===== src/timer_regs.svh =====
// register indices, field positions, reset values and counts of the timer
`ifndef TIMER_REGS_SVH
`define TIMER_REGS_SVH
`define IDX_W 6
`define IDX_POWER 6'h10
`define IDX_OSC 6'h11
`define IDX_CTRL 6'h12
`define IDX_STAT 6'h13
`define IDX_CAP_HI 6'h14
`define IDX_CAP_LO 6'h15
`define IDX_CMP_HI 6'h16
`define IDX_CMP_LO 6'h17
`define IDX_CNT_HI 6'h18
`define IDX_CNT_LO 6'h19
`define IDX_ALT_HI 6'h1a
`define IDX_ALT_LO 6'h1b
`define BIT_CAP_IE 7
`define BIT_CMP_IE 6
`define BIT_OVF_IE 5
`define BIT_EDGE 1
`define BIT_LEVEL 0
`define BIT_CAP_F 7
`define BIT_CMP_F 6
`define BIT_OVF_F 5
`define BIT_PIN_OSC 4
`define BIT_EXT_CLK 3
`define BIT_SHORT 2
`define BIT_STOP 0
`define BIT_WAKING 1
`define FLAG_MSB 7
`define FLAG_LSB 5
`define CNT_RST 16'hfffc
`define CNT_ALL1 16'hffff
`define PRE_LAST 2'h3
`define PRE_RST 2'h0
`define WAKE_LONG 12'd4064
`define WAKE_SHORT 12'd2
`define WAKE_DONE 12'd1
`define WAKE_RST 12'd0
`define BYTE_ZERO 8'h00
`define WORD_ZERO 32'h00000000
`endif


===== src/timer_pkg.sv =====
// types shared by the timer control and status logic
package timer_pkg;
	typedef enum logic [1:0] {
		pw_run = 2'b00,
		pw_stopped = 2'b01,
		pw_waking = 2'b10
	} power_state_t;
	typedef logic [7:0] byte_t;
	typedef logic [15:0] count_t;
	typedef logic [2:0] flags_t;
endpackage


===== src/timer_ctrl.sv =====
// timer control, status flags, clock select and stop handling on apb
`timescale 1ns/10ps
`include "timer_regs.svh"

module timer_ctrl #(
	parameter bit RC_OSC = 1'b0
) (
	input wire logic ref_clk,
	input wire logic sys_rst,
	input wire logic por_rst,
	input wire logic psel,
	input wire logic penable,
	input wire logic pwrite,
	input wire logic [7:0] paddr,
	input wire logic [31:0] pwdata,
	output logic [31:0] prdata,
	output logic pready,
	output logic pslverr,
	input wire logic capture_in_pin,
	input wire logic ext_irq,
	output logic compare_out_pin,
	output logic compare_out_en,
	output logic timer_osc_out,
	output logic timer_osc_en,
	output logic timer_irq,
	output logic stopped
);
	timer_pkg::power_state_t pw_r;
	timer_pkg::count_t cnt_r;
	timer_pkg::count_t cnt_inc;
	timer_pkg::count_t cap_r;
	timer_pkg::count_t cmp_r;
	timer_pkg::flags_t flag_r;
	timer_pkg::flags_t arm_r;
	timer_pkg::flags_t set_ev;
	timer_pkg::flags_t clr_ev;
	timer_pkg::flags_t ien_r;
	timer_pkg::byte_t rdata;
	timer_pkg::byte_t cnt_buf_r;
	timer_pkg::byte_t snap_lo_r;
	logic [`IDX_W-1:0] idx;
	logic [11:0] wake_r;
	logic [1:0] pre_r;
	logic edge_sel_r;
	logic next_level_r;
	logic pin_osc_r;
	logic ext_clk_r;
	logic short_r;
	logic pin_q_r;
	logic pin_d_r;
	logic cnt_lock_r;
	logic cap_lock_r;
	logic cmp_inh_r;
	logic acc_en;
	logic done;
	logic rd;
	logic wr;
	logic hit;
	logic run;
	logic rise;
	logic fall;
	logic step;
	logic tick;
	logic cap_ev;
	logic match;
	logic ovf;

	assign idx = paddr[`IDX_W+1:2];
	// first access cycle loads read data, second completes the transfer
	assign acc_en = psel & penable & ~pready;
	assign done = psel & penable & pready;
	assign rd = done & ~pwrite & ~pslverr;
	assign wr = done & pwrite & ~pslverr;
	assign run = (pw_r == timer_pkg::pw_run);
	assign rise = pin_q_r & ~pin_d_r;
	assign fall = ~pin_q_r & pin_d_r;
	assign cnt_inc = cnt_r + 16'h0001;

	always_comb
	begin
		hit = (paddr[1:0] == 2'h0) && (paddr[7:2] >= `IDX_POWER)
			&& (paddr[7:2] <= `IDX_ALT_LO);
	end

	// while running, prescaler advances every cycle or on each rising pin edge
	always_comb
	begin
		step = run & (ext_clk_r ? rise : 1'b1);
		tick = step & (pre_r == `PRE_LAST);
		cap_ev = run & ~cap_lock_r & (edge_sel_r ? rise : fall);
		match = tick & ~cmp_inh_r & (cnt_inc == cmp_r);
		ovf = tick & (cnt_r == `CNT_ALL1);
	end

	always_comb
	begin
		set_ev = {cap_ev, match, ovf};
		clr_ev = 3'b000;
		if (done && !pslverr && idx == `IDX_CAP_LO)
		begin
			clr_ev[2] = arm_r[2];
		end
		if (done && !pslverr && idx == `IDX_CMP_LO)
		begin
			clr_ev[1] = arm_r[1];
		end
		if (rd && idx == `IDX_CNT_LO)
		begin
			clr_ev[0] = arm_r[0];
		end
	end

	always_comb
	begin
		rdata = `BYTE_ZERO;
		unique case (idx)
			`IDX_POWER:
			begin
				rdata[`BIT_STOP] = (pw_r == timer_pkg::pw_stopped);
				rdata[`BIT_WAKING] = (pw_r == timer_pkg::pw_waking);
			end
			`IDX_OSC:
			begin
				rdata[`BIT_PIN_OSC] = pin_osc_r;
				rdata[`BIT_EXT_CLK] = ext_clk_r;
				rdata[`BIT_SHORT] = short_r;
			end
			`IDX_CTRL:
			begin
				rdata[`FLAG_MSB:`FLAG_LSB] = ien_r;
				rdata[`BIT_EDGE] = edge_sel_r;
				rdata[`BIT_LEVEL] = next_level_r;
			end
			`IDX_STAT:
			begin
				rdata[`FLAG_MSB:`FLAG_LSB] = flag_r;
			end
			`IDX_CAP_HI:
			begin
				rdata = cap_r[15:8];
			end
			`IDX_CAP_LO:
			begin
				rdata = cap_r[7:0];
			end
			`IDX_CMP_HI:
			begin
				rdata = cmp_r[15:8];
			end
			`IDX_CMP_LO:
			begin
				rdata = cmp_r[7:0];
			end
			`IDX_CNT_HI, `IDX_ALT_HI:
			begin
				rdata = cnt_r[15:8];
			end
			`IDX_CNT_LO, `IDX_ALT_LO:
			begin
				rdata = cnt_lock_r ? cnt_buf_r : cnt_r[7:0];
			end
			default:
			begin
				rdata = `BYTE_ZERO;
			end
		endcase
	end

	// apb answer: one wait state, error on unmapped or misaligned address
	always_ff @(posedge ref_clk or posedge sys_rst)
	begin
		if (sys_rst)
		begin
			pready <= 1'b0;
			pslverr <= 1'b0;
			prdata <= `WORD_ZERO;
			snap_lo_r <= `BYTE_ZERO;
		end
		else
		begin
			pready <= acc_en;
			pslverr <= acc_en & ~hit;
			if (acc_en)
			begin
				prdata <= {24'h000000, hit ? rdata : `BYTE_ZERO};
				snap_lo_r <= cnt_r[7:0];
			end
		end
	end

	always_ff @(posedge ref_clk or posedge sys_rst)
	begin
		if (sys_rst)
		begin
			ien_r <= 3'b000;
			next_level_r <= 1'b0;
		end
		else if (wr && idx == `IDX_CTRL)
		begin
			ien_r <= pwdata[`FLAG_MSB:`FLAG_LSB];
			next_level_r <= pwdata[`BIT_LEVEL];
		end
	end

	// edge select survives the system reset, only power-up defines it
	always_ff @(posedge ref_clk or posedge por_rst)
	begin
		if (por_rst)
		begin
			edge_sel_r <= 1'b0;
		end
		else if (wr && idx == `IDX_CTRL)
		begin
			edge_sel_r <= pwdata[`BIT_EDGE];
		end
	end

	always_ff @(posedge ref_clk or posedge sys_rst)
	begin
		if (sys_rst)
		begin
			pin_osc_r <= 1'b0;
			ext_clk_r <= 1'b0;
			short_r <= 1'b0;
		end
		else if (wr && idx == `IDX_OSC)
		begin
			// no settle check: software owns the oscillator wait
			pin_osc_r <= pwdata[`BIT_PIN_OSC];
			ext_clk_r <= pwdata[`BIT_EXT_CLK];
			short_r <= pwdata[`BIT_SHORT];
		end
	end

	always_ff @(posedge ref_clk or posedge sys_rst)
	begin
		if (sys_rst)
		begin
			pin_q_r <= 1'b0;
			pin_d_r <= 1'b0;
		end
		else
		begin
			pin_q_r <= capture_in_pin;
			pin_d_r <= pin_q_r;
		end
	end

	always_ff @(posedge ref_clk or posedge sys_rst)
	begin
		if (sys_rst)
		begin
			pre_r <= `PRE_RST;
			cnt_r <= `CNT_RST;
		end
		else if (step)
		begin
			pre_r <= pre_r + 2'h1;
			if (tick)
			begin
				cnt_r <= cnt_inc;
			end
		end
	end

	// a high byte read freezes the low byte until the low byte is read
	always_ff @(posedge ref_clk or posedge sys_rst)
	begin
		if (sys_rst)
		begin
			cnt_lock_r <= 1'b0;
			cnt_buf_r <= `BYTE_ZERO;
		end
		else if (rd && (idx == `IDX_CNT_HI || idx == `IDX_ALT_HI))
		begin
			if (!cnt_lock_r)
			begin
				cnt_buf_r <= snap_lo_r;
			end
			cnt_lock_r <= 1'b1;
		end
		else if (rd && (idx == `IDX_CNT_LO || idx == `IDX_ALT_LO))
		begin
			cnt_lock_r <= 1'b0;
		end
	end

	always_ff @(posedge ref_clk or posedge por_rst)
	begin
		if (por_rst)
		begin
			cap_r <= 16'h0000;
		end
		else if (cap_ev)
		begin
			cap_r <= cnt_inc;
		end
	end

	always_ff @(posedge ref_clk or posedge sys_rst)
	begin
		if (sys_rst)
		begin
			cap_lock_r <= 1'b0;
		end
		else if (rd && idx == `IDX_CAP_HI)
		begin
			cap_lock_r <= 1'b1;
		end
		else if (rd && idx == `IDX_CAP_LO)
		begin
			cap_lock_r <= 1'b0;
		end
	end

	always_ff @(posedge ref_clk or posedge por_rst)
	begin
		if (por_rst)
		begin
			cmp_r <= 16'h0000;
		end
		else if (wr && idx == `IDX_CMP_HI)
		begin
			cmp_r[15:8] <= pwdata[7:0];
		end
		else if (wr && idx == `IDX_CMP_LO)
		begin
			cmp_r[7:0] <= pwdata[7:0];
		end
	end

	// high byte write holds off matches until the low byte follows
	always_ff @(posedge ref_clk or posedge sys_rst)
	begin
		if (sys_rst)
		begin
			cmp_inh_r <= 1'b0;
		end
		else if (wr && idx == `IDX_CMP_HI)
		begin
			cmp_inh_r <= 1'b1;
		end
		else if (wr && idx == `IDX_CMP_LO)
		begin
			cmp_inh_r <= 1'b0;
		end
	end

	// flags see only power-up reset; a set in a clearing cycle wins
	always_ff @(posedge ref_clk or posedge por_rst)
	begin
		if (por_rst)
		begin
			flag_r <= 3'b000;
		end
		else
		begin
			flag_r <= set_ev | (flag_r & ~clr_ev);
		end
	end

	// arming snapshots the flags at a status access, either direction
	always_ff @(posedge ref_clk or posedge por_rst)
	begin
		if (por_rst)
		begin
			arm_r <= 3'b000;
		end
		else if (done && !pslverr && idx == `IDX_STAT)
		begin
			arm_r <= flag_r;
		end
		else
		begin
			arm_r <= arm_r & ~clr_ev;
		end
	end

	always_ff @(posedge ref_clk or posedge sys_rst)
	begin
		if (sys_rst)
		begin
			compare_out_pin <= 1'b0;
		end
		else if (match)
		begin
			compare_out_pin <= next_level_r;
		end
	end

	// crystal mode: inverting amplifier from the capture pin to the other
	always_ff @(posedge ref_clk or posedge sys_rst)
	begin
		if (sys_rst)
		begin
			timer_osc_out <= 1'b0;
			timer_osc_en <= 1'b0;
			compare_out_en <= 1'b1;
		end
		else
		begin
			timer_osc_out <= ~capture_in_pin;
			timer_osc_en <= pin_osc_r;
			compare_out_en <= ~pin_osc_r;
		end
	end

	always_ff @(posedge ref_clk or posedge sys_rst)
	begin
		if (sys_rst)
		begin
			timer_irq <= 1'b0;
		end
		else
		begin
			timer_irq <= |(flag_r & ien_r);
		end
	end

	// wait mode needs nothing: the timer simply keeps running
	always_ff @(posedge ref_clk or posedge sys_rst)
	begin
		if (sys_rst)
		begin
			pw_r <= timer_pkg::pw_run;
			wake_r <= `WAKE_RST;
		end
		else
		begin
			unique case (pw_r)
				timer_pkg::pw_run:
				begin
					if (wr && idx == `IDX_POWER && pwdata[`BIT_STOP])
					begin
						pw_r <= timer_pkg::pw_stopped;
					end
				end
				timer_pkg::pw_stopped:
				begin
					if (ext_irq)
					begin
						pw_r <= timer_pkg::pw_waking;
						if (RC_OSC || short_r)
						begin
							wake_r <= `WAKE_SHORT;
						end
						else
						begin
							wake_r <= `WAKE_LONG;
						end
					end
				end
				timer_pkg::pw_waking:
				begin
					if (wake_r == `WAKE_DONE)
					begin
						pw_r <= timer_pkg::pw_run;
						wake_r <= `WAKE_RST;
					end
					else
					begin
						wake_r <= wake_r - 12'd1;
					end
				end
				default:
				begin
					pw_r <= timer_pkg::pw_run;
				end
			endcase
		end
	end

	always_ff @(posedge ref_clk or posedge sys_rst)
	begin
		if (sys_rst)
		begin
			stopped <= 1'b0;
		end
		else
		begin
			stopped <= ~run;
		end
	end
endmodule


===== config.mk =====
export PLATFORM = sky130hd
export DESIGN_NAME = timer_ctrl
export DESIGN_NICKNAME = d
export VERILOG_FILES = /design/src/timer_pkg.sv /design/src/timer_ctrl.sv
export VERILOG_INCLUDE_DIRS = /design/src
export SDC_FILE = /design/constraint.sdc
export NUM_CORES = 1
export LEC_CHECK = 0
export ABC_AREA = 1
export BUFFER_PORTS_ARGS = -buffer_cell sky130_fd_sc_hd__buf_2
export CORE_UTILIZATION = 58
export CTS_CLUSTER_SIZE = 20
export DETAILED_ROUTE_END_ITERATION = 7
export PLACE_DENSITY = 0.86
export SLEW_MARGIN = 25
export SYNTH_ARGS = -nofsm -noshare
export SYNTH_HDL_FRONTEND = slang
export SYNTH_SLANG_ARGS = --single-unit

===== constraint.sdc =====
create_clock -name ref_clk -period 2.4 [get_ports ref_clk]
set_input_delay 0 -clock ref_clk [delete_from_list [all_inputs] [get_ports ref_clk]]
set_output_delay 0 -clock ref_clk [all_outputs]
set_load 0.005 [all_outputs]

; After elaboration in Yosys (flattened, before gate mapping)
; Cells that the tools add are included.
[word_totals]
regBits = 115
in_bits = 48
[classes]
magnitude_cmp = 2
n_mux = 25
add_sub_neg = 3
bitwise = 35
eq_ne = 21
n_reduce_logical = 34
[ops]
columns = cell, count
row1 = $eq A6 B5 Y1 const B, 12
row2 = $mux W12, 3
row3 = $pmux W12 S2, 1
row4 = $pmux W3 S8, 1
row5 = $pmux W3 S7, 1
row6 = $and A1 B1 Y1, 17
row7 = $logic_and A1 B1 Y1, 17
row8 = $add A16 B1 Y16 const B, 1
row9 = $eq A16 B16 Y1, 1
row10 = $eq A16 B16 Y1 const B, 1
row11 = $mux W8, 2
row12 = $pmux W2 S8, 1
row13 = $not A1 Y1, 13
row14 = $eq A12 B1 Y1 const B, 1
row15 = $sub A12 B1 Y12 const B, 1
row16 = $mux W1, 11
row17 = $and A3 B3 Y3, 3
row18 = $reduce_and A2 Y1, 4
row19 = $reduce_bool A2 Y1, 4
row20 = $ge A6 B5 Y1 const B, 1
row21 = $le A6 B5 Y1 const B, 1
row22 = $mux W2, 3
row23 = $pmux W2 S3, 1
row24 = $eq A2 B2 Y1 const B, 2
row25 = other kinds (13), 17

; Depth between registers and ports, before layout
; Gate-level depths: netlist (run 1).
[logic_depth]
depth_word = 9
ltp_mapped = 14
mapped_depth_nobuf = 14

; Worst setup path before layout (run 1)
; Ideal clock, no wire load.
[synth_path]
kind = register to register
startpoint = register cnt_r[2]
endpoint = register compare_out_pin
arrival_time_ns = 1.641
path_slack_ns = 0.642
path_stages_with_launch = 15
t_required_ns = 2.283
period_less_slack_ns = 1.758
path_cell_list = dfstp_2 -> buf_2 -> nand2_1 -> nor2_2 -> nand2_1 -> nand2_1 -> nand2_2 -> nand2_1 -> nand2_1 -> nor2_1 -> nand2_1 -> nor2_2 -> nand3_1 -> nand2_1 -> nand2_1
[synth_via]
elab_chain_cells = 3
[synth_rtl]
columns = element, line_no
row1 = start: declaration, timer_ctrl.sv:29  ; timer_pkg::count_t cnt_r;
row2 = start signal: assignment, timer_ctrl.sv:254  ; cnt_r <= `CNT_RST;
row3 = start signal: assignment, timer_ctrl.sv:261  ; cnt_r <= cnt_inc;
row4 = $add A16 B1 Y16, timer_ctrl.sv:77  ; assign cnt_inc = cnt_r + 16'h0001;
row5 = $eq A16 B16 Y1, timer_ctrl.sv:91  ; match = tick & ~cmp_inh_r & (cnt_inc == cmp_r);
row6 = $and A1 B1 Y1, timer_ctrl.sv:91
row7 = end signal: assignment, timer_ctrl.sv:387  ; compare_out_pin <= next_level_r;
row8 = end: declaration, timer_ctrl.sv:21  ; output logic compare_out_pin,
; Every way passes these cells.
; A chain may end at the register's enable or synchronous reset.

; Worst setup path in the final report (run 1)
[layout_path]
startpoint = input paddr[1]
endpoint = register prdata[6]
[layout_via]
elab_chain_cells = 4
[layout_rtl]
columns = element, line_no
row1 = start: declaration, timer_ctrl.sv:14  ; input wire logic [7:0] paddr,
row2 = $logic_not A2 Y1, timer_ctrl.sv:81  ; hit = (paddr[1:0] == 2'h0) && (paddr[7:2] >= `IDX_POWER)
row3 = $logic_and A1 B1 Y1 (2 in series), timer_ctrl.sv:81
row4 = $mux W8 (no source line), n/a
row5 = end signal: assignment, timer_ctrl.sv:176  ; prdata <= `WORD_ZERO;
row6 = end signal: assignment, timer_ctrl.sv:185  ; prdata <= {24'h000000, hit ? rdata : `BYTE_ZERO};
row7 = end: declaration, timer_ctrl.sv:16  ; output logic [31:0] prdata,
; Every way passes these cells.

==> results of run 1 <==
## flip-flops by register name, indices dropped and copies added, names as in the netlist, 2 cells and up
name	flops
arm_r	3
wake_r	12
pw_r	2
prdata	8
ien_r	3
cmp_r	16
cnt_buf_r	8
flag_r	3
cnt_r	16
snap_lo_r	8
pre_r	2
cap_r	16
## synth_stat cells, types with 2 or more instances
master | n | area share
nor2_2 | 5 | 0.0051
nor2_1 | 54 | 0.033
a31oi_1 | 2 | 0.0020
clkbuf_1 | 7 | 0.0043
dfrtp_1 | 100 | 0.41
buf_4 | 25 | 0.030
nor2_4 | 5 | 0.0091
inv_2 | 3 | 0.0018
buf_2 | 3 | 0.0024
inv_1 | 114 | 0.070
xor2_1 | 6 | 0.0085
o21ai_2 | 8 | 0.011
o22ai_1 | 10 | 0.010
o2111ai_1 | 4 | 0.0057
o21ai_0 | 84 | 0.068
nand2_1 | 242 | 0.15
ha_1 | 4 | 0.0081
nand4_1 | 10 | 0.010
a22oi_1 | 6 | 0.0073
nand3_1 | 58 | 0.047
a21oi_1 | 26 | 0.021
dfstp_2 | 15 | 0.064
o211ai_1 | 2 | 0.0024
a221oi_1 | 2 | 0.0028
a211oi_1 | 3 | 0.0037
nor3_1 | 6 | 0.0049
## critical path: stages
cell	delay, ps
dlygate4sd3_1	540
buf_2	130
nor2_1	90
dlygate4sd3_1	550
o2111ai_1	100
dlygate4sd3_1	590
or2_2	310
a21oi_1	230
nand2_1	90
nand2_1	70
## cell type report
type                            instances  area [sq um]  share of cell area
Clock inverter                          8         172.7             0.02356
Timing Repair Buffer                   70         500.5             0.06829
Sequential cell                       115          2897              0.3953
Tap cell                              136         170.2             0.02322
Multi-Input combinational cell        570          2678              0.3654
Clock buffer                           24         470.5             0.06420
Inverter                              117         440.4             0.06010
## stage by stage
stage | setup slack [ps] | hold slack [ps] | std cells | total power (uW)
4_1_cts | 231.4 | 41.53 | 1040 | 6263
6_report | 177.7 | 59.30 | 1040 | 6304
5_1_grt | 59.65 | 109.3 | 1040 | 6552
2_1_floorplan | 486.5 | 31.43 | 837 | 3166
3_3_place_gp | 385.5 | 107.4 | 984 | 3403
3_5_place_dp | 330.8 | 105.8 | 984 | 3452
## per-layer routing
layer	track usage	vias to the layer above	share of wire
met5	0	-	0
met4	0.2042	0	0.053
met3	0.09046	85	0.10
met2	0.5289	382	0.46
met1	0.4183	2731	0.38
li1	-	2738	-
## kinds of logic after synthesis
family                   after synthesis
XOR/XNOR                               7
AO/OA/AOI/OAI                        149
buffers and inverters                152
adder cells (fa/ha/maj)                4
AND/OR/NAND/NOR                      385
other                                  1
multiplexers                           1
flip-flops                           115
## path summary, 6_finish.rpt
check | endpoint | start
hold / removal | arm_r[1] | paddr[2]
setup / recovery | prdata[6] | paddr[1]
hold reg to reg | pin_d_r | pin_q_r
min in group asynchronous | cnt_buf_r[2] | sys_rst
max in group asynchronous | compare_out_en | sys_rst
setup reg to reg | compare_out_pin | cnt_r[0]
## where the power goes
part	switching [uW]	internal [uW]	total, uW
clock network	893	1870	2770
logic	755	374	1130
registers	213	2190	2410
total	1860	4440	6300
## layout by cell type, fill, tap and decap left out, types with 5 or more instances in the layout
| cell type | Yosys | layout |
|---|---|---|
| buf_2 | 3 | 39 |
| dfrtp_1 | 100 | 100 |
| nor2_1 | 54 | 54 |
| nor2_4 | 5 | 5 |
| o21ai_0 | 84 | 84 |
| dlygate4sd3_1 | 0 | 24 |
| nor3_1 | 6 | 6 |
| buf_4 | 25 | 6 |
| a21oi_1 | 26 | 26 |
| nor2_2 | 5 | 5 |
| xor2_1 | 6 | 6 |
| nand3_1 | 58 | 58 |
| dfstp_2 | 15 | 15 |
| nand4_1 | 10 | 10 |
| nand2_1 | 242 | 242 |
| conb_1 | 1 | 24 |
| clkbuf_16 | 0 | 16 |
| a22oi_1 | 6 | 6 |
| bufinv_16 | 0 | 5 |
| o21ai_2 | 8 | 8 |
| o22ai_1 | 10 | 10 |
| inv_1 | 114 | 113 |
==> qor.yml, run 1 <==
grt_setup_unrepaired: "false"
worst-slew-pin-transition_ps: 663.0
initial_core_util: 0.5963
die_footprint_sq_um: 11030
synth_warnings: 0
clk_latency_ps: 540
post_synth_simple_gate_area: 0.2634
regToRegSetupSlack_ps: 230
final_net_count: 943
min_path_cells: 6
placed_area_sq_um: 6445
cts_htree_levels: 4
max-cap-violations: 0
number_of_hold_slack_violations_in_the_final_timing_report: 0
row_count: 37
finalClockSkew_ps: 12.73
design.portCount: 88
numCtsBuffers: 17
post-cts-setup-buffers: 0
synthesis.area_per_instance_sq_um: 7.563
synth_edf_count: 0
xor_and_xnor_area_share_after_synthesis: 0.009959
place_hpwl_mm: 11.76
post_cts_resize_count: 0
synthMuxAreaShare: 0.001829
detailedRoute.firstPassIterationCount: 6
worst_setup_hold_path_clk_slew_ps: 60
run_status: "complete, no violations"
post_drt_wl_per_cell_um: 16.86
post-route-util: 0.7099
gp_congestion: 0.9416
timing_worst_setup_path_type: "in2reg"
postSynthRegisterBits: 115
finalMaxSlewViolations: 0
seq_area_frac_synth: 0.4705
clkSinkCount: 115
max_freq_ghz: 0.4500
irDropWorstVdd_mv: 0.4379
leakage_power_uw: 0.003541
setup_viol: 0
buffer_ports.inserted: 39
routed-via-count: 5936
cts.path.max_buffers: 2
first_global_vias: 5703
dieWidth_um: 105.0
viasPerCell: 5.708
timing.setup.tns_ps: 0
drcViolationCount: 0
setup.worst_path.end_class: "flop"
synth_compound_gate_area_share: 0.1370
fillerInstances: 781
setup.worst_path.start_class: "primary input"
synth_cell_type_count: 36
grt_max_degree: 43
cts-hold-fix-buffers: 24
worst_hold_path_type: "in2reg"
die-height_um: 105.0
post_synth_instance_area_sq_um: 6156
worstPathMaxFanout: 3
post_route_cells_drive_above_1_share: 0.1283
crit_required_ps: 2870
post_route_antenna_net_violation_count: 0
relative_slew_slack: 0.5575
grt_usage: 0.3376
ys.flop_type: "dfrtp_1"
synth_adder_area_share: 0.008130
final_area_sq_um: 7328
power.density_nw_per_um2: 860.2
n_antenna_cell: 0
synth_top_family_by_area: "simple AND/OR/NAND/NOR gates"
layout_area_growth_over_synthesis_pct: 19.04
post_synth_inst_count: 814
wire_length_of_the_first_global_routing_pass_mm: 28.13
number_of_antenna_violations_at_the_first_check_in_global_routing: 0
arrival_ps: 2700
min_period_ps: 2222
ctsRootBufferMaster: "clkbuf_8"
placeableCoreArea_sq_um: 10320
cts_tree: "done"
worst_reg_to_reg_path_cell_count: 12
route.final.wire_length_mm: 17.54
grt-ovfl-total: 0
drt_iter0_markers: 676
fin_crit_sh: 0.9260
ys_async_sr_fraction: 1.000
(Power assumes the default switching activity.)
==> run 2: changes to the inputs <==
==> constraint.sdc (replaced) <==
create_clock -name ref_clk -period 2.3 [get_ports ref_clk]
set_input_delay 0 -clock ref_clk [delete_from_list [all_inputs] [get_ports ref_clk]]
set_output_delay 0 -clock ref_clk [all_outputs]
set_load 0.005 [all_outputs]
==> qor.yml, run 2 (synthesized netlist as in run 1, its figures left out) <==
cts_htree_levels: 4  # unchanged
buffer_ports.inserted: 39  # unchanged
clkSinkCount: 115  # unchanged
drcViolationCount: 0  # unchanged
wire_length_of_the_first_global_routing_pass_mm: 27.78  # -1.3%
critical_path.n_buffers_inverters: 0  # -4
power.density_nw_per_um2: 874.6  # +1.7%
cts_tree: "done"
reg.largest.list: "cap_r: 16 flops, cmp_r: 16 flops, cnt_r: 16 flops"
max_freq_ghz: 0.4848
grt_setup_unrepaired: "false"
globalRouteMet2Util: 0.5317  # +0.002838
ctsRootBufferMaster: "clkbuf_8"
grt_usage: 0.3310  # -0.006626
place_hpwl_mm: 11.63  # -1.1%
grt_max_degree: 43  # unchanged
cell_repeated_most_along_the_worst_path: "nand2_1"
post_route_cells_drive_above_1_share: 0.1308  # +0.002502
setup_viol: 0  # unchanged
mostFrequentLayoutCell: "nand2_1"
finalMaxSlewViolations: 0  # unchanged
gp_congestion: 0.9781  # +3.9%
irDropWorstVdd_mv: 0.6022  # +38%
clk_latency_ps: 540  # about the same
number_of_antenna_violations_at_the_first_check_in_global_routing: 0  # unchanged
most-common-layout-cells: "nand2_1 (242), inv_1 (113), dfrtp_1 (100)"
arrival_ps: 2490  # -210 ps
first_global_vias: 5628  # -1.3%
numCtsBuffers: 17  # unchanged
placeableCoreArea_sq_um: 10320  # unchanged
initial_core_util: 0.5963  # unchanged
post_route_antenna_net_violation_count: 0  # unchanged
critical-path-slowest-cell: "dfstp_2"
grt-ovfl-total: 0  # unchanged
worstPathMaxFanout: 8  # +5
run_status: "complete, no violations"
row_count: 37  # unchanged
critical-path-top-delay-family: "simple AND/OR/NAND/NOR gates"
post_drt_wl_per_cell_um: 16.39  # -2.8%
groute.layer.met1.usage: 0.4185  # about the same
gr-max-usage-layer: "met2"
leakage_power_uw: 0.003524  # -0.49%
final_net_count: 941  # -0.21%
post-cts-setup-buffers: 0  # unchanged
worst_hold_slack_ps: 31.34  # -27.96 ps
worst_hold_path_type: "in2reg"
n_antenna_cell: 0  # unchanged
dieWidth_um: 105.0  # unchanged
number_of_hold_slack_violations_in_the_final_timing_report: 0  # unchanged
crit_required_ps: 2730  # -140 ps
min_period_ps: 2063
die_footprint_sq_um: 11030  # unchanged
post-route-util: 0.7048  # -0.005090
setup.worst_path.end_class: "flop"
worst_setup_hold_path_clk_slew_ps: 60  # about the same
cts.path.max_buffers: 2  # unchanged
die-height_um: 105.0  # unchanged
finalClockSkew_ps: 10.85  # -1.880 ps
timing.setup.tns_ps: 0  # unchanged
detailedRoute.firstPassIterationCount: 6  # unchanged
setup.worst_path.start_class: "flop"
design.portCount: 88  # unchanged
layout_area_growth_over_synthesis_pct: 18.19
worst-slew-pin-transition_ps: 700.1  # +37.06 ps
viasPerCell: 5.728  # +0.36%
crit_chain: "nand3_1 > nor2_1 > nand2_1 > nand2_1 > nor2_1 > nor2_1 > nand2_1 > nor2_1 > nand3_1 > nand2_1 > nand2_1"
grt.met3_usage: 0.07112  # -0.01934
max-cap-violations: 0  # unchanged
routed-via-count: 5946  # +0.17%
relative_slew_slack: 0.5315  # -0.02592
route.final.wire_length_mm: 17.02  # -3.0%
critical_path.max_stage_delay_ps: 590  # about the same
timing_worst_setup_path_type: "reg2reg"
drt_iter0_markers: 762  # +13%
fin_crit_sh: 0.8968
## run 2: through the flow
stage                     total power, uW  worst slack (ps)  std cells  area, sq um
after CTS                            6333             219.7       1038         7271
after floorplan                      3303             386.5        837         6242
after detailed placement             3605             268.0        984         6445
after global routing                 6636            0.2067       1038         7276
final                                6364             237.4       1038         7276
after global placement               3559             361.0        984         6445
## run 2: metal layers
layer	up-vias	wire length, um
li1	2735	-
met1	2769	6675
met3	73	1631
met4	0	716
met5	-	0
met2	369	7991
## run 2: timing repair
| item | 4_1_cts | 5_1_grt |
|---|---|---|
| resized for setup | 0 | 2 |
| hold endpoints to repair | 117 | 0 |
| setup endpoints to repair | 0 | 1 |
| hold buffers | 22 | 0 |
## run 2: worst register-to-register path: stages, from the launching register on
cell and delay, ps:
dfstp_2 590, nand3_1 200, nor2_1 260, nand2_1 110, nand2_1 120, nor2_1 50, nor2_1 160, nand2_1 70
nor2_1 120, nand3_1 130, nand2_1 80, nand2_1 50
## run 2: cell type report
type                    instances  area [sq um]
fillers                       784          3048
flip-flops and latches        115          2897
multi-input cells             570          2683
repair buffers                 68         480.5
clock buffers                  23         476.7
inverters                     117         440.4
well taps                     136         170.2
clock inverters                 9         128.9
## run 2: worst paths after layout
path,startpoint,end,slack [ps],depth (start not counted)
setup / recovery,cnt_r[2],compare_out_pin,240,11
hold / removal,psel,flag_r[2],30,8
setup reg to reg,cnt_r[2],compare_out_pin,240,11
hold reg to reg,pin_osc_r,timer_osc_en,420,0
max in group asynchronous,sys_rst,compare_out_en,1540,4
min in group asynchronous,sys_rst,cnt_buf_r[1],70,3
## run 2: report_power, final
part           leakage (uW)  switching [uW]  total (uW)  internal, uW
Clock              0.000294             940        2700          1760
Combinational       0.00179             776        1170           391
Sequential          0.00144             206        2500          2290
Total               0.00352            1920        6360          4440
==> run 3: changes to the inputs <==
--- a/config.mk
+++ b/config.mk
@@ -11,6 +11,7 @@
 export CORE_UTILIZATION = 58
 export CTS_CLUSTER_SIZE = 20
 export DETAILED_ROUTE_END_ITERATION = 7
+export MAX_ROUTING_LAYER = met4
 export PLACE_DENSITY = 0.86
 export SLEW_MARGIN = 25
 export SYNTH_ARGS = -nofsm -noshare
==> qor.yml, run 3 (synthesized netlist as in run 1, its figures left out) <==
run_status: "complete, no violations"
grt_usage: 0.3378  # +0.006804
reg.largest.list: "cap_r: 16 flops, cmp_r: 16 flops, cnt_r: 16 flops"
die_footprint_sq_um: 11030  # unchanged
drt_iter0_markers: 508  # -33%
viasPerCell: 5.636  # -1.6%
critical_path.max_stage_delay_ps: 600  # about the same
setup_viol: 0  # unchanged
post_drt_wl_per_cell_um: 16.39  # about the same
clkSinkCount: 115  # unchanged
placed_area_sq_um: 6445  # unchanged
dieWidth_um: 105.0  # unchanged
setup.worst_path.start_class: "flop"
finalClockSkew_ps: 8.931  # -1.922 ps
ctsRootBufferMaster: "clkbuf_8"
number_of_hold_slack_violations_in_the_final_timing_report: 0  # unchanged
grt_setup_unrepaired: "false"
grt-ovfl-total: 0  # unchanged
cts_tree: "done"
drcViolationCount: 0  # unchanged
irDropWorstVdd_mv: 0.6041  # +0.32%
arrival_ps: 2510  # +20 ps
design.portCount: 88  # unchanged
number_of_antenna_violations_at_the_first_check_in_global_routing: 0  # unchanged
grt_max_degree: 43  # unchanged
wire_length_of_the_first_global_routing_pass_mm: 27.50  # -0.99%
crit_required_ps: 2720  # about the same
buffer_ports.inserted: 39  # unchanged
place_hpwl_mm: 11.71  # +0.68%
dp_slack_ps: 251.9  # -16.07 ps
clk_latency_ps: 530  # about the same
crit_chain: "nand3_1 > o21ai_0 > nand2_1 > nand2_1 > nand2_1 > nor2_1 > nand2_1 > nor2_1 > nand3_1 > nand2_1 > nand2_1"
die-height_um: 105.0  # unchanged
timing.setup.tns_ps: 0  # unchanged
cts_htree_levels: 4  # unchanged
min_period_ps: 2092  # +29.67 ps
first_global_vias: 5554  # -1.3%
worst_hold_path_type: "in2reg"
placeableCoreArea_sq_um: 10320  # unchanged
worst_setup_hold_path_clk_slew_ps: 60  # about the same
setup.worst_path.end_class: "flop"
fin_crit_sh: 0.9097  # +0.01290
n_antenna_cell: 0  # unchanged
critical-path-slowest-cell: "dfstp_2"
cts.path.max_buffers: 2  # unchanged
post-route-worst-setup-slack_ps: 207.7  # -29.67 ps
leakage_power_uw: 0.003543  # +0.53%
route.final.wire_length_mm: 17.03  # +0.11%
row_count: 37  # unchanged
critical-path-top-delay-family: "simple AND/OR/NAND/NOR gates"
launch_point_of_the_critical_path: "cnt_r[2]"
worst_hold_startpoint: "psel"
mostFrequentLayoutCell: "nand2_1"
fillerInstances: 794  # +1.3%
layout_area_growth_over_synthesis_pct: 18.54
final_area_sq_um: 7297  # +0.29%
timing_worst_setup_path_type: "reg2reg"
power.density_nw_per_um2: 880.5  # +0.67%
reg2reg_from: "cnt_r[2]"
max_freq_ghz: 0.4780  # -1.4%
numCtsBuffers: 17  # unchanged
post-cts-setup-buffers: 0  # unchanged
detailedRoute.firstPassIterationCount: 7  # +1
cell_repeated_most_along_the_worst_path: "nand2_1"
post_route_cells_drive_above_1_share: 0.1307  # -0.0001449
post-route-util: 0.7068  # +0.002060
finalMaxSlewViolations: 0  # unchanged
multi_input_area_sq_um: 2683  # unchanged
worstPathMaxFanout: 8  # unchanged
final_net_count: 942  # +0.11%
routed-via-count: 5856  # -1.5%
initial_core_util: 0.5963  # unchanged
gp_congestion: 0.9997  # +2.2%
sequential_cell_area_sq_um: 2897  # unchanged
relative_slew_slack: 0.5674  # +0.03589
most-common-layout-cells: "nand2_1 (242), inv_1 (113), dfrtp_1 (100)"
post_route_antenna_net_violation_count: 0  # unchanged
worst-slew-pin-transition_ps: 648.1  # -52.01 ps
critical_path.n_buffers_inverters: 0  # unchanged
max-cap-violations: 0  # unchanged
run 3: cell types whose count changed in the layout (fill, tap and decap cells not counted), sizes merged:
cell         change
dlygate4sd3      +1
clkinvlp         -2
bufinv           +1
clkbuf           -1
clkinv           +2
run 3: per-layer routing:
metal / routed length (um) / GRT usage / vias to the layer above / share of wire
li1: - / - / 2728 / -
met1: 7046 / 0.4241 / 2745 / 0.41
met2: 7834 / 0.5199 / 321 / 0.46
met3: 1362 / 0.07424 / 62 / 0.080
met4: 790 / 0.1660 / 0 / 0.046
met5: 0 / - / - / 0
run 3: power breakdown:
part / switching (uW) / leakage (uW) / internal, uW
logic: 775 / 0.00180 / 393
clock network: 926 / 0.000308 / 1840
registers: 204 / 0.00144 / 2290
run 3: repair_timing:
action / 4_1_cts / 5_1_grt
hold endpoints to repair: 114 / 0
endpoints found under the setup margin: 0 / 1
hold buffers: 23 / 0
gates resized for setup: 0 / 1
run 3: final cells by class:
type	instances	share of cell area
Tap cell	136	0.02332
Multi-Input combinational cell	570	0.3676
Sequential cell	115	0.3969
Timing Repair Buffer	69	0.06722
Clock inverter	10	0.02109
Inverter	117	0.06036
Clock buffer	22	0.06344
run 3: worst register-to-register path, delay by kind of cell (launching register included):
| family | cells | cell delay, ps |
|---|---|---|
| AO/OA/AOI/OAI | 1 | 280 |
| AND/OR/NAND/NOR | 10 | 1120 |
| flip-flops | 1 | 600 |
run 3: final timing paths:
path,cells past startpoint,endpoint,slack [ps]
worst max-delay path,11,compare_out_pin,210
worst min-delay path,8,flag_r[2],40
worst max register to register,11,compare_out_pin,210
worst min register to register,0,pin_d_r,410
max in group asynchronous,4,compare_out_en,1510
min in group asynchronous,3,snap_lo_r[2],80
run 3: metrics by stage:
step                instances  hold slack [ps]  power [uW]
finish                   1039            38.73        6425
detailed placement        984            102.6        3614
CTS                      1039            12.84        6402
floorplan                 837            31.43        3303
global route             1039            66.80        6693
global placement          984            96.29        3558
